### config.mk
export PLATFORM = sky130hd
export DESIGN_NAME = irig_b_time_code_receiver
export DESIGN_NICKNAME = d
export VERILOG_FILES = /design/src/hw/irig_rx_pkg.sv /design/src/hw/irig_b_time_code_receiver.sv /design/src/hw/irig_fifo.sv
export SDC_FILE = /design/constraint.sdc
export NUM_CORES = 1
export LEC_CHECK = 0
export ABC_AREA = 1
export ABC_CLOCK_PERIOD_IN_PS = 3200
export BUFFER_PORTS_ARGS = -buffer_cell sky130_fd_sc_hd__buf_2
export CORE_ASPECT_RATIO = 1.2
export CORE_UTILIZATION = 57
export CTS_CLUSTER_SIZE = 12
export DETAILED_ROUTE_END_ITERATION = 6
export GPL_TIMING_DRIVEN = 0
export PLACE_DENSITY = 0.76
export SYNTH_ARGS = -nofsm -noshare
export SYNTH_HDL_FRONTEND = slang
export SYNTH_SLANG_ARGS = --single-unit
### constraint.sdc
create_clock -name clk_in -period 3.2 [get_ports clk_in]
set_clock_uncertainty 0.2 [all_clocks]
set_input_delay 0.16 -clock clk_in [delete_from_list [all_inputs] [get_ports clk_in]]
set_output_delay 0.16 -clock clk_in [all_outputs]
set_load 0.01 [all_outputs]
### src/hw/irig_rx_pkg.sv
// Constants for the time code receiver.
// Assumes a 100 MHz system clock and a decoded mark/space level input.
package irig_rx_pkg;
  localparam int unsigned CLK_HZ = 100_000_000;
  localparam int unsigned SYMBOL_MS = 10;
  localparam int unsigned SYMBOL_CYC = CLK_HZ / 1000 * SYMBOL_MS;
  // Width thresholds between 20/50 and 50/80 percent, and an upper bound
  localparam int unsigned THR_ZERO_ONE_PCT = 35;
  localparam int unsigned THR_ONE_PI_PCT = 65;
  localparam int unsigned MAX_MARK_PCT = 95;
  localparam logic [23:0] THR_ZERO_ONE = 24'(SYMBOL_CYC * THR_ZERO_ONE_PCT / 100);
  localparam logic [23:0] THR_ONE_PI = 24'(SYMBOL_CYC * THR_ONE_PI_PCT / 100);
  localparam logic [23:0] MAX_MARK = 24'(SYMBOL_CYC * MAX_MARK_PCT / 100);
  localparam logic [23:0] MAX_GAP = 24'(SYMBOL_CYC * 2);
  localparam logic [6:0] FRAME_LEN = 7'h64;
  localparam logic [6:0] LAST_POS = 7'h63;
  localparam logic [11:0] CENTURY = 12'h7d0;
  localparam int unsigned TIME_W = 38;
  typedef enum logic [1:0] {
    SYM_ZERO = 2'b00,
    SYM_ONE = 2'b01,
    SYM_PI = 2'b10
  } sym_t;
  typedef enum logic [1:0] {
    ST_HUNT = 2'b00,
    ST_ARMED = 2'b01,
    ST_FRAME = 2'b10
  } rx_state_t;
endpackage

### src/hw/irig_b_time_code_receiver.sv
// Time code receiver: symbol decoder, frame assembler and time output.
// Assumes the mark level arrives synchronous to clk_in; in AM mode an
// external demodulator delivers mark as high, same as the DC line.
`timescale 1ns/1ps
module irig_b_time_code_receiver #(
  // Symbol length in clock cycles; benches shorten it to keep runs brief
  parameter int unsigned SYM_CYC = irig_rx_pkg::SYMBOL_CYC
) (
  // Clock and reset
  input wire logic clk_in,
  input wire logic rst_n_in,
  // Line and mode
  input wire logic dc_line_in,
  input wire logic am_mark_in,
  input wire logic am_mode_in,
  // Host year, two BCD digits
  input wire logic [7:0] host_year_bcd_in,
  // Decoded time output
  output logic time_valid_out,
  input wire logic time_ready_in,
  output logic [11:0] year_out,
  output logic [8:0] day_out,
  output logic [4:0] hour_out,
  output logic [5:0] minute_out,
  output logic [5:0] second_out,
  // Status
  output logic frame_error_out,
  output logic fifo_full_out
);
  // ----------------------------------------
  // Symbol timing
  // ----------------------------------------
  // Both families carry the same pulse-width code after demodulation
  wire logic line = am_mode_in ? am_mark_in : dc_line_in;
  logic line_q;
  logic [23:0] mark_cnt;
  logic [23:0] gap_cnt;
  wire logic rise = line && !line_q;
  wire logic fall = !line && line_q;
  localparam logic [23:0] THR_ZERO_ONE = 24'(SYM_CYC * irig_rx_pkg::THR_ZERO_ONE_PCT / 100);
  localparam logic [23:0] THR_ONE_PI = 24'(SYM_CYC * irig_rx_pkg::THR_ONE_PI_PCT / 100);
  localparam logic [23:0] MAX_MARK = 24'(SYM_CYC * irig_rx_pkg::MAX_MARK_PCT / 100);
  localparam logic [23:0] MAX_GAP = 24'(SYM_CYC * 2);
  wire logic sym_bad = (mark_cnt >= MAX_MARK);
  wire logic timeout = (gap_cnt >= MAX_GAP);
  irig_rx_pkg::sym_t sym;
  assign sym = (mark_cnt < THR_ZERO_ONE) ? irig_rx_pkg::SYM_ZERO :
               (mark_cnt < THR_ONE_PI) ? irig_rx_pkg::SYM_ONE :
               irig_rx_pkg::SYM_PI;
  always_ff @(posedge clk_in) begin
    if (!rst_n_in) begin
      line_q <= 1'b0;
      mark_cnt <= '0;
      gap_cnt <= '0;
    end else begin
      line_q <= line;
      mark_cnt <= rise ? 24'h000001 : (line && !sym_bad) ? mark_cnt + 24'h000001 : mark_cnt;
      gap_cnt <= rise ? '0 : timeout ? gap_cnt : gap_cnt + 24'h000001;
    end
  end
  // ----------------------------------------
  // Frame assembly
  // ----------------------------------------
  irig_rx_pkg::rx_state_t state;
  irig_rx_pkg::rx_state_t next_state;
  logic [6:0] pos;
  logic [99:0] bits;
  logic [99:0] pis;
  logic frame_err;
  wire logic sym_done = fall && !sym_bad;
  wire logic is_pi = (sym == irig_rx_pkg::SYM_PI);
  wire logic frame_end = sym_done && (state == irig_rx_pkg::ST_FRAME) && (pos == irig_rx_pkg::LAST_POS);
  always_comb begin
    next_state = state;
    case (state)
      irig_rx_pkg::ST_HUNT: begin
        if (sym_done && is_pi) begin
          next_state = irig_rx_pkg::ST_ARMED;
        end
      end
      irig_rx_pkg::ST_ARMED: begin
        if (sym_done) begin
          next_state = is_pi ? irig_rx_pkg::ST_FRAME : irig_rx_pkg::ST_HUNT;
        end
      end
      irig_rx_pkg::ST_FRAME: begin
        if (frame_end) begin
          next_state = irig_rx_pkg::ST_ARMED;
        end
      end
      default: next_state = irig_rx_pkg::ST_HUNT;
    endcase
    if (timeout || (fall && sym_bad)) begin
      next_state = irig_rx_pkg::ST_HUNT;
    end
  end
  always_ff @(posedge clk_in) begin
    if (!rst_n_in) begin
      state <= irig_rx_pkg::ST_HUNT;
      pos <= '0;
      bits <= '0;
      pis <= '0;
    end else begin
      state <= next_state;
      if (state == irig_rx_pkg::ST_ARMED && next_state == irig_rx_pkg::ST_FRAME) begin
        pos <= 7'h01;
        bits <= '0;
        pis <= 100'h1;
      end else if (sym_done && state == irig_rx_pkg::ST_FRAME && pos < irig_rx_pkg::FRAME_LEN) begin
        bits[pos] <= (sym == irig_rx_pkg::SYM_ONE);
        pis[pos] <= is_pi;
        pos <= pos + 7'h01;
      end
    end
  end
  // ----------------------------------------
  // Field extraction and checks
  // ----------------------------------------
  // Only BCD time of day, day of year and year are used; control and binary seconds dropped
  logic [99:0] fb;
  logic [99:0] fp;
  always_comb begin
    fb = bits;
    fp = pis;
    fb[irig_rx_pkg::LAST_POS] = 1'b0;
    fp[irig_rx_pkg::LAST_POS] = sym_done && is_pi;
  end
  wire logic [3:0] sec_u = fb[4:1];
  wire logic [3:0] sec_t = {1'b0, fb[8:6]};
  wire logic [3:0] min_u = fb[13:10];
  wire logic [3:0] min_t = {1'b0, fb[17:15]};
  wire logic [3:0] hr_u = fb[23:20];
  wire logic [3:0] hr_t = {2'b00, fb[26:25]};
  wire logic [3:0] day_u = fb[33:30];
  wire logic [3:0] day_t = fb[38:35];
  wire logic [3:0] day_h = {2'b00, fb[41:40]};
  wire logic [3:0] yr_u = fb[53:50];
  wire logic [3:0] yr_t = fb[58:55];
  // Digits widened to each field's width before the multiply; only day_b is wide enough never to wrap
  wire logic [5:0] sec_b = 6'(sec_t) * 6'h0a + 6'(sec_u);
  wire logic [5:0] min_b = 6'(min_t) * 6'h0a + 6'(min_u);
  wire logic [4:0] hr_b = 5'(hr_t) * 5'h0a + 5'(hr_u);
  wire logic [8:0] day_b = 9'(day_h) * 9'h064 + 9'(day_t) * 9'h00a + 9'(day_u);
  // Host year used when the frame sends zero
  wire logic yr_none = (yr_u == 4'h0) && (yr_t == 4'h0);
  wire logic [3:0] y_u = yr_none ? host_year_bcd_in[3:0] : yr_u;
  wire logic [3:0] y_t = yr_none ? host_year_bcd_in[7:4] : yr_t;
  wire logic [6:0] yr_b = 7'(y_t) * 7'h0a + 7'(y_u);
  wire logic [11:0] full_year = irig_rx_pkg::CENTURY + 12'(yr_b);
  // Leap test on 2000-2099: divisible by four
  wire logic leap = (yr_b[1:0] == 2'b00);
  wire logic digits_ok = (sec_u < 4'ha) && (min_u < 4'ha) && (hr_u < 4'ha) && (day_u < 4'ha) &&
                         (day_t < 4'ha) && (y_u < 4'ha) && (y_t < 4'ha);
  wire logic range_ok = (sec_b <= 6'h3b) && (min_b <= 6'h3b) && (hr_b <= 5'h17) &&
                        (day_b != 9'h000) && (day_b <= (leap ? 9'h16e : 9'h16d)) &&
                        (yr_b != 7'h00) && (yr_b <= 7'h63);
  logic [99:0] pi_expect;
  genvar gi;
  generate
    for (gi = 0; gi < 100; gi++) begin : g_pi
      assign pi_expect[gi] = (gi % 10 == 9) || (gi == 0);
    end
  endgenerate
  wire logic pis_ok = (fp == pi_expect);
  wire logic frame_ok = digits_ok && range_ok && pis_ok;
  // ----------------------------------------
  // Output FIFO and flags
  // ----------------------------------------
  logic push;
  logic [irig_rx_pkg::TIME_W-1:0] push_data;
  wire logic fifo_ready;
  wire logic [irig_rx_pkg::TIME_W-1:0] pop_data;
  wire logic pop_valid;
  always_ff @(posedge clk_in) begin
    if (!rst_n_in) begin
      push <= 1'b0;
      push_data <= '0;
      frame_err <= 1'b0;
    end else begin
      if (push && fifo_ready) begin
        push <= 1'b0;
      end
      if (frame_end && frame_ok && !(push && !fifo_ready)) begin
        push <= 1'b1;
        push_data <= {full_year, day_b, hr_b, min_b, sec_b};
      end
      if (frame_end) begin
        frame_err <= !frame_ok || (push && !fifo_ready);
      end
    end
  end
  irig_fifo #(.WIDTH(irig_rx_pkg::TIME_W), .DEPTH(16)) irig_fifo_inst (
    .clk_in(clk_in),
    .rst_n_in(rst_n_in),
    .in_valid_in(push),
    .in_ready_out(fifo_ready),
    .in_data_in(push_data),
    .out_valid_out(pop_valid),
    .out_ready_in(time_ready_in && !time_valid_out),
    .out_data_out(pop_data)
  );
  // Output stage register: holds one entry until taken
  always_ff @(posedge clk_in) begin
    if (!rst_n_in) begin
      time_valid_out <= 1'b0;
      {year_out, day_out, hour_out, minute_out, second_out} <= '0;
      frame_error_out <= 1'b0;
      fifo_full_out <= 1'b0;
    end else begin
      frame_error_out <= frame_err;
      fifo_full_out <= !fifo_ready;
      if (time_valid_out && time_ready_in) begin
        time_valid_out <= 1'b0;
      end else if (!time_valid_out && pop_valid && time_ready_in) begin
        time_valid_out <= 1'b1;
        {year_out, day_out, hour_out, minute_out, second_out} <= pop_data;
      end
    end
  end
endmodule

### src/hw/irig_fifo.sv
// Parameterised FIFO with valid/ready on both sides.
// Assumes one clock and a synchronous active-low reset.
`timescale 1ns/1ps
module irig_fifo #(
  parameter int WIDTH = 8,
  parameter int DEPTH = 16
) (
  // Clock and reset
  input wire logic clk_in,
  input wire logic rst_n_in,
  // Fill side
  input wire logic in_valid_in,
  output logic in_ready_out,
  input wire logic [WIDTH-1:0] in_data_in,
  // Drain side
  output logic out_valid_out,
  input wire logic out_ready_in,
  output logic [WIDTH-1:0] out_data_out
);
  localparam int AW = $clog2(DEPTH);
  logic [WIDTH-1:0] mem [DEPTH];
  logic [AW:0] wr_ptr;
  logic [AW:0] rd_ptr;
  wire logic full = (wr_ptr[AW] != rd_ptr[AW]) && (wr_ptr[AW-1:0] == rd_ptr[AW-1:0]);
  wire logic empty = (wr_ptr == rd_ptr);
  wire logic do_wr = in_valid_in && !full;
  wire logic do_rd = out_ready_in && !empty;
  assign in_ready_out = !full;
  assign out_valid_out = !empty;
  assign out_data_out = mem[rd_ptr[AW-1:0]];
  always_ff @(posedge clk_in) begin
    if (do_wr) begin
      mem[wr_ptr[AW-1:0]] <= in_data_in;
    end
  end
  always_ff @(posedge clk_in) begin
    if (!rst_n_in) begin
      wr_ptr <= '0;
      rd_ptr <= '0;
    end else begin
      if (do_wr) begin
        wr_ptr <= wr_ptr + 1'b1;
      end
      if (do_rd) begin
        rd_ptr <= rd_ptr + 1'b1;
      end
    end
  end
endmodule

==> results of run 1 <==
==> metrics by stage <==
step                util, %  instance area (um2)
global route           66.6                41400
CTS                    66.0                41000
floorplan                 -                36000
global placement       60.0                37200
finish                 66.6                41400
detailed placement     60.9                37800
==> worst max-delay path, stage by stage, from the launching register on <==
cell     delay (ns)
dfxtp_2        0.32
nor2_2         0.12
nand2_2        0.08
nor2_4         0.18
nand2_1        0.09
nand2_2        0.10
ha_4           0.21
ha_4           0.15
inv_2          0.05
fa_1           0.45
inv_2          0.13
xor2_4         0.18
buf_6          0.13
ha_4           0.11
nand4_1        0.10
nand3_2        0.13
nor2_4         0.04
nor2_4         0.16
buf_6          0.14
nand3_4        0.15
nand2_2        0.13
inv_2          0.05
nor2_1         0.15
nor2_1         0.07
==> layout by cell type, fill, tap and decap left out, types with 13 or more instances in the layout <==
cell type / n
o21ai_1: 14
nor3_1: 27
nor2_1: 557
inv_2: 13
nor2_2: 19
mux2i_1: 64
o21ai_0: 266
nand4_1: 30
xor2_1: 16
nand3_1: 129
buf_2: 89
o32ai_1: 89
inv_1: 212
o211ai_1: 20
nand2_1: 319
a21oi_1: 231
buf_4: 36
nand2_2: 21
edfxtp_1: 576
o221ai_1: 55
clkbuf_1: 176
ha_1: 41
dfxtp_1: 275
a221oi_1: 23
o21ai_2: 15
clkbuf_16: 89
nor2_4: 24
buf_12: 23
==> final timing paths <==
kind                  startpoint       endpoint  slack, ns  cells after the start
min reg2reg         mark_cnt[22]   mark_cnt[22]       0.22                      2
max reg2reg             bits[53]  push_data[35]      -0.57                     23
min          host_year_bcd_in[2]  push_data[28]       0.12                      6
max                     bits[53]  push_data[35]      -0.57                     23
==> cells in the mapped netlist (all sizes together) <==
library cell	instances
nand4	32
or2	4
o31ai	2
and2	2
a221oi	24
a21oi	242
a2111oi	1
nand2	343
nor3b	2
o311ai	1
edfxtp	576
nand3b	8
o21ai	301
o21a	2
nor3	38
a31oi	12
xor2	17
o21bai	2
a21boi	1
nand3	134
o211ai	20
fa	9
clkinv	4
xnor2	5
dfxtp	282
nor4	6
o32ai	89
mux2i	64
inv	227
buf	62
clkbuf	133
a41oi	12
ha	50
a211oi	1
o221ai	55
nor2	600
==> report_power, final <==
group          internal [mW]  total [mW]  switching, mW
Sequential              11.7        11.7         0.0321
Clock                   5.35        9.57           4.22
Combinational          0.338        1.11          0.772
==> state kept, by name, summed over array words and instances, names as in the netlist, 2 cells and up <==
name,flops
bits,38
day_out,9
gap_cnt,24
hour_out,5
irig_fifo_inst.mem,576
irig_fifo_inst.rd_ptr,5
irig_fifo_inst.wr_ptr,5
mark_cnt,24
minute_out,6
pis,99
pos,7
push_data,36
second_out,6
state,2
year_out,10
==> per-layer routing <==
metal | up-vias | track usage, % | routed length (um) | share of wire (%)
met2 | 1763 | 52.8 | 49200 | 47
met5 | - | 0 | 0 | 0
met4 | 0 | 19.9 | 7150 | 6.9
li1 | 12360 | - | - | -
met3 | 411 | 4.80 | 11000 | 11
met1 | 13040 | 38.5 | 36500 | 35
==> layout make-up <==
| class | count | area (um2) |
|---|---|---|
| Timing Repair Buffer | 119 | 1240 |
| Inverter | 231 | 875 |
| Fill cell | 4570 | 20700 |
| Clock inverter | 21 | 218 |
| Tap cell | 816 | 1020 |
| Buffer | 195 | 886 |
| Clock buffer | 136 | 2400 |
| Multi-Input combinational cell | 2081 | 11800 |
| Sequential cell | 858 | 23000 |
==> repair_timing <==
item	in CTS	in global routing
setup endpoints to repair	177	205
hold buffers	6	0
buffers inserted	19	18
resized for setup	61	56
pin swaps	29	32
cloned	5	1
endpoints found under the hold margin	51	0
==> kinds of logic (layout without fill, tap and decap cells) <==
| kind of cell | count (synthesis) | in the layout |
|---|---|---|
| simple gates | 1169 | 1171 |
| flops | 858 | 858 |
| compound gates | 765 | 765 |
| buf+inv | 426 | 702 |
| mux | 64 | 64 |
| fa+ha+maj | 59 | 59 |
| xor+xnor | 22 | 22 |
==> results by group, run 1 <==
Status
  • Status: finished with violations
  • Failing checks: setup timing

Setup path
  • Setup crit end kind: register
  • Arrival time worst endpoint: 4.07 ns
  • Crit Path Class: register to register
  • Critical path startpoint category: register
  • CP Max Fanout: 6
  • Worst endpoint required time: 3.50 ns

Synthesis
  • Synth Area in Adders: 2.25%
  • Mapped cell area: 35900 um2
  • Post-Syn Instances: between 3000 and 4000
  • Seq/Total Area, Yosys: 64.0%
  • Synth Area in Compound Gates: 12.9%
  • XOR/XNOR share of the synthesized area: 0.537%
  • Main combinational cell family by area after synthesis: simple AND/OR/NAND/NOR gates
  • Synth warn: 0
  • Top area cells in the synthesized netlist: edfxtp_1 (48%), dfxtp_1 (16%), nor2_1 (6.1%)
  • Register bit total from synthesis: 858
  • Cell taking the most area after synthesis: edfxtp_1
  • Synth top area share: 48.2%
  • Simple-Gate Fraction of Synth Area: between 10% and 20%
  • Mapped Avg Cell Area: 10.7 um2
  • Multiplexer area fraction after synthesis: 1.79%
  • Library cells used by synthesis: between 50 and 60
  • Mapped Nets: 3436

Floorplanning
  • Height of the die: 277 um
  • Die area: 63900 um2
  • Die Wd: 231 um
  • Core box area: 62100 um2
  • Starting Density: 57.8%
  • Row count: 100
  • Io pins: 55

Placed design
  • Placed cell count: 4251
  • Post-place setup slack: -0.656 ns
  • Port Buffers: 54
  • Final GP Congestion: 0.974
  • HPWL after DPL: 66700 um

Drt
  • Initial detailed-routing violation count: 3290
  • ANT nets after route: 0
  • Drt first pass iters: 7
  • Vias/cell: 6.19
  • Routed WL: 104000 um
  • DRC Markers: 0
  • Vias: 27574
  • Wirelength per Cell: 23.3 um

Layout
  • # diodes: 0
  • Synthesis-to-finish area growth: 15.3%
  • Fin cells: 4457
  • Proportion of layout cells with a drive suffix above 1: 11.9%
  • Final #Nets: 3646

Global route
  • Overflow after GRT: 0
  • Initial antenna violation count: 0
  • Number of global-route vias before repair: 26255
  • GRT Total Usage: 31.6%
  • First-pass GRT wire length: 152000 um
  • Largest net degree at the start of global routing: 26

Hold path
  • HP Class: input pin to register

STA
  • RSZ-0062 raised after global routing: true
  • Final WS setup: -0.574 ns
  • Final hold viol count: 0
  • Setup Total Neg Slack: -18.72 ns
  • Period utilization: 118%
  • Worst Tran Pin Value: approximately 1.2 ns
  • Final setup fails: 80
  • Hold slack final: 0.123 ns
  • Slew headroom: roughly 23%
  • Tmin final: roughly 3.8 ns
  • Slew Limit Fails: 0
  • FMAX: 265 MHz

CTS
  • CTS tree: done
  • CTS Buf Count: between 80 and 90
  • H-tree depth: 3
  • Worst-path clk slew: roughly 0.060 ns
  • Root buffer cell: clkbuf_16
  • CTS max path bufs: 3
  • Clk sinks: around 860
  • Clock Latency Late Sink: 0.66 ns

Power and ir drop
  • PD cells: 542 nW/um2
  • P_leak: 14.2 nW
  • PnR Total Power: 22.4 mW
  • Peak VDD IR: 0.433 mV

Run
  • Max_cap viols: 0
(Power assumes the default switching activity.)
==> inputs of run 2 (changes only) <==
Settings changed: CORE_UTILIZATION 57 to 59, CTS_BUF_LIST set to sky130_fd_sc_hd__clkbuf_8, PLACE_DENSITY 0.76 to 0.78.
==> results by group, run 2 (synthesis gave the netlist of run 1 again) <==
Status
  • Status: finished with violations
  • Failing checks: setup timing

Layout
  • Commonest non-fill, non-tap cells in the layout: edfxtp_1 (576), nor2_1 (555), nand2_1 (315)
  • Fin cells: 4544 (+2.0%)
  • Most common cell after layout, fill and taps aside: edfxtp_1
  • Synthesis-to-finish area growth: 15.8%
  • Final #Nets: 3710 (+1.8%)
  • Proportion of layout cells with a drive suffix above 1: 14.3% (+2.5 points)
  • Util after Layout: 69.4% (+2.8 points)
  • Number of flip-flops in the largest register: 576 (unchanged)

Setup path
  • Crit-path cells: nor2_2, nand2_2, nor2_4, nand2_1, nand2_2, ha_4, ha_4, inv_2, fa_1, inv_2, xor2_4, buf_4, ha_1, nand4_1, nand3_2, nor2_4, nor2_4, buf_6, nand3_4, clkinv_4, o21ai_0, nor2_1
  • Crit Path Class: register to register
  • Critical path's slowest cell: fa_1
  • CP startpoint: bits[50]
  • Cell mode on critical path: nor2_4
  • Arrival time worst endpoint: 4.14 ns (+0.07 ns)
  • Setup crit end kind: register
  • Critical path startpoint category: register
  • Worst endpoint required time: 3.67 ns (+0.17 ns)
  • Max incr delay on CP: 0.53 ns (+0.08 ns)
  • CP Max Fanout: 7 (+1)
  • Critical R2R Launch: bits[50]

CTS
  • CTS tree: done
  • Clk sinks: 858 (unchanged)
  • Root buffer cell: clkbuf_8
  • CTS max path bufs: 3 (unchanged)
  • Clock Latency Late Sink: 0.80 ns (+0.14 ns)
  • H-tree depth: 4 (+1)
  • CTS Buf Count: 133 (+53%)
  • Worst-path clk slew: 0.06 ns (about the same)

Drt
  • Top sig layer: met4
  • Routed wl met2: 49500 um (+0.62%)
  • DRC Markers: 0 (unchanged)
  • ANT nets after route: 0 (unchanged)
  • Drt first pass iters: 7 (unchanged)
  • Wirelength per Cell: 23.2 um (-0.33%)
  • Initial detailed-routing violation count: 3403 (+3.4%)
  • Vias/cell: 6.20 (+0.21%)
  • Routed WL: 106000 um (+1.6%)
  • Wl on met1: 36100 um (-1.1%)
  • WL met3: 12000 um (+9.3%)
  • Vias: 28171 (+2.2%)

Hold path
  • Hold path start: time_ready_in
  • HP Class: input pin to register

Placed design
  • Port Buffers: 54 (unchanged)
  • Final GP Congestion: 0.936 (-3.9%)
  • Post-place setup slack: -0.702 ns (-0.0460 ns)
  • HPWL after DPL: 65900 um (-1.1%)
  • Placed cell count: 4233 (-0.42%)

Floorplanning
  • Core box area: 59800 um2 (-3.6%)
  • Height of the die: 272 um (-1.7%)
  • Starting Density: 59.9% (+2.1 points)
  • Die area: 61800 um2 (-3.4%)
  • Io pins: 55 (unchanged)
  • Row count: 98 (-2.0%)
  • Die Wd: 227 um (-1.7%)

STA
  • Final setup fails: 58 (-28%)
  • Setup Total Neg Slack: -16.00 ns (+2.72 ns)
  • Final WS setup: -0.468 ns (+0.106 ns)
  • Period utilization: 115% (-3.3 points)
  • FMAX: 273 MHz (+2.9%)
  • Tmin final: 3.67 ns (-0.106 ns)
  • Worst Tran Pin Value: 1.17 ns (+0.0126 ns)
  • Slew Limit Fails: 0 (unchanged)
  • Slew headroom: 21.7% (-1.2 points)
  • RSZ-0062 raised after global routing: true
  • Final hold viol count: 0 (unchanged)

Global route
  • First-pass GRT wire length: 151000 um (-0.75%)
  • Largest net degree at the start of global routing: 25 (-3.8%)
  • GRT Total Usage: 32.9% (+1.2 points)
  • Overflow after GRT: 0 (unchanged)
  • Number of global-route vias before repair: 26751 (+1.9%)
  • Initial antenna violation count: 1 (+1)

Power and ir drop
  • Peak VDD IR: 0.377 mV (-13%)
  • PD cells: 520 nW/um2 (-4.1%)
  • PnR Total Power: 21.6 mW (-3.7%)
  • P_leak: 14.5 nW (+2.4%)

Run
  • Max_cap viols: 0 (unchanged)
## run 2: repair_timing
action | in CTS | in global routing
hold endpoints to repair | 97 | 0
pin swaps | 12 | 56
hold buffers | 12 | 0
setup buffers | 14 | 37
endpoints found under the setup margin | 57 | 518
gates resized for setup | 38 | 118
gates cloned | 4 | 3
## run 2: routing by layer
metal  vias to the layer above  GRT usage, %
met5                         -             0
met1                     13221          39.3
li1                      12511             -
met2                      1948          53.7
met3                       491          6.79
met4                         0          21.8
## run 2: stage by stage
stage | hold WS, ns | area [um2]
after floorplan | 0.125 | 36000
after global placement | 0.215 | 37200
after detailed placement | 0.220 | 37700
after CTS | 0.00194 | 40600
final | 0.0743 | 41500
after global routing | 0.104 | 41500
## run 2: path summary, 6_finish.rpt
path                    end  slack, ns  depth (start not counted)
min          time_valid_out       0.07                          5
max reg2reg   push_data[22]      -0.47                         22
min reg2reg    mark_cnt[22]       0.23                          2
max           push_data[22]      -0.47                         22
## run 2: power breakdown
part           internal [mW]  switching, mW  leakage, nW
sequential              11.7         0.0314         7.61
combinational          0.356          0.780         5.40
clock                   4.47           4.25         1.49
## run 2: area by class of cell
cell class | count | area (um2)
diodes | 3 | 7.51
plain buffers | 194 | 892
clock buffers | 154 | 2120
clock inverters | 85 | 402
fillers | 4202 | 18300
inverters | 231 | 875
multi-input cells | 2081 | 11900
flip-flops and latches | 858 | 23000
well taps | 800 | 1000
repair buffers | 138 | 1350
## run 2: critical path, delay by kind of cell (launching register included)
kind	cells	cell delay, ns
AND/OR/NAND/NOR	11	1.20
XOR/XNOR	1	0.15
adder cells (fa/ha/maj)	4	0.98
AO/OA/AOI/OAI	1	0.22
flip-flops	1	0.33
buffers and inverters	5	0.49
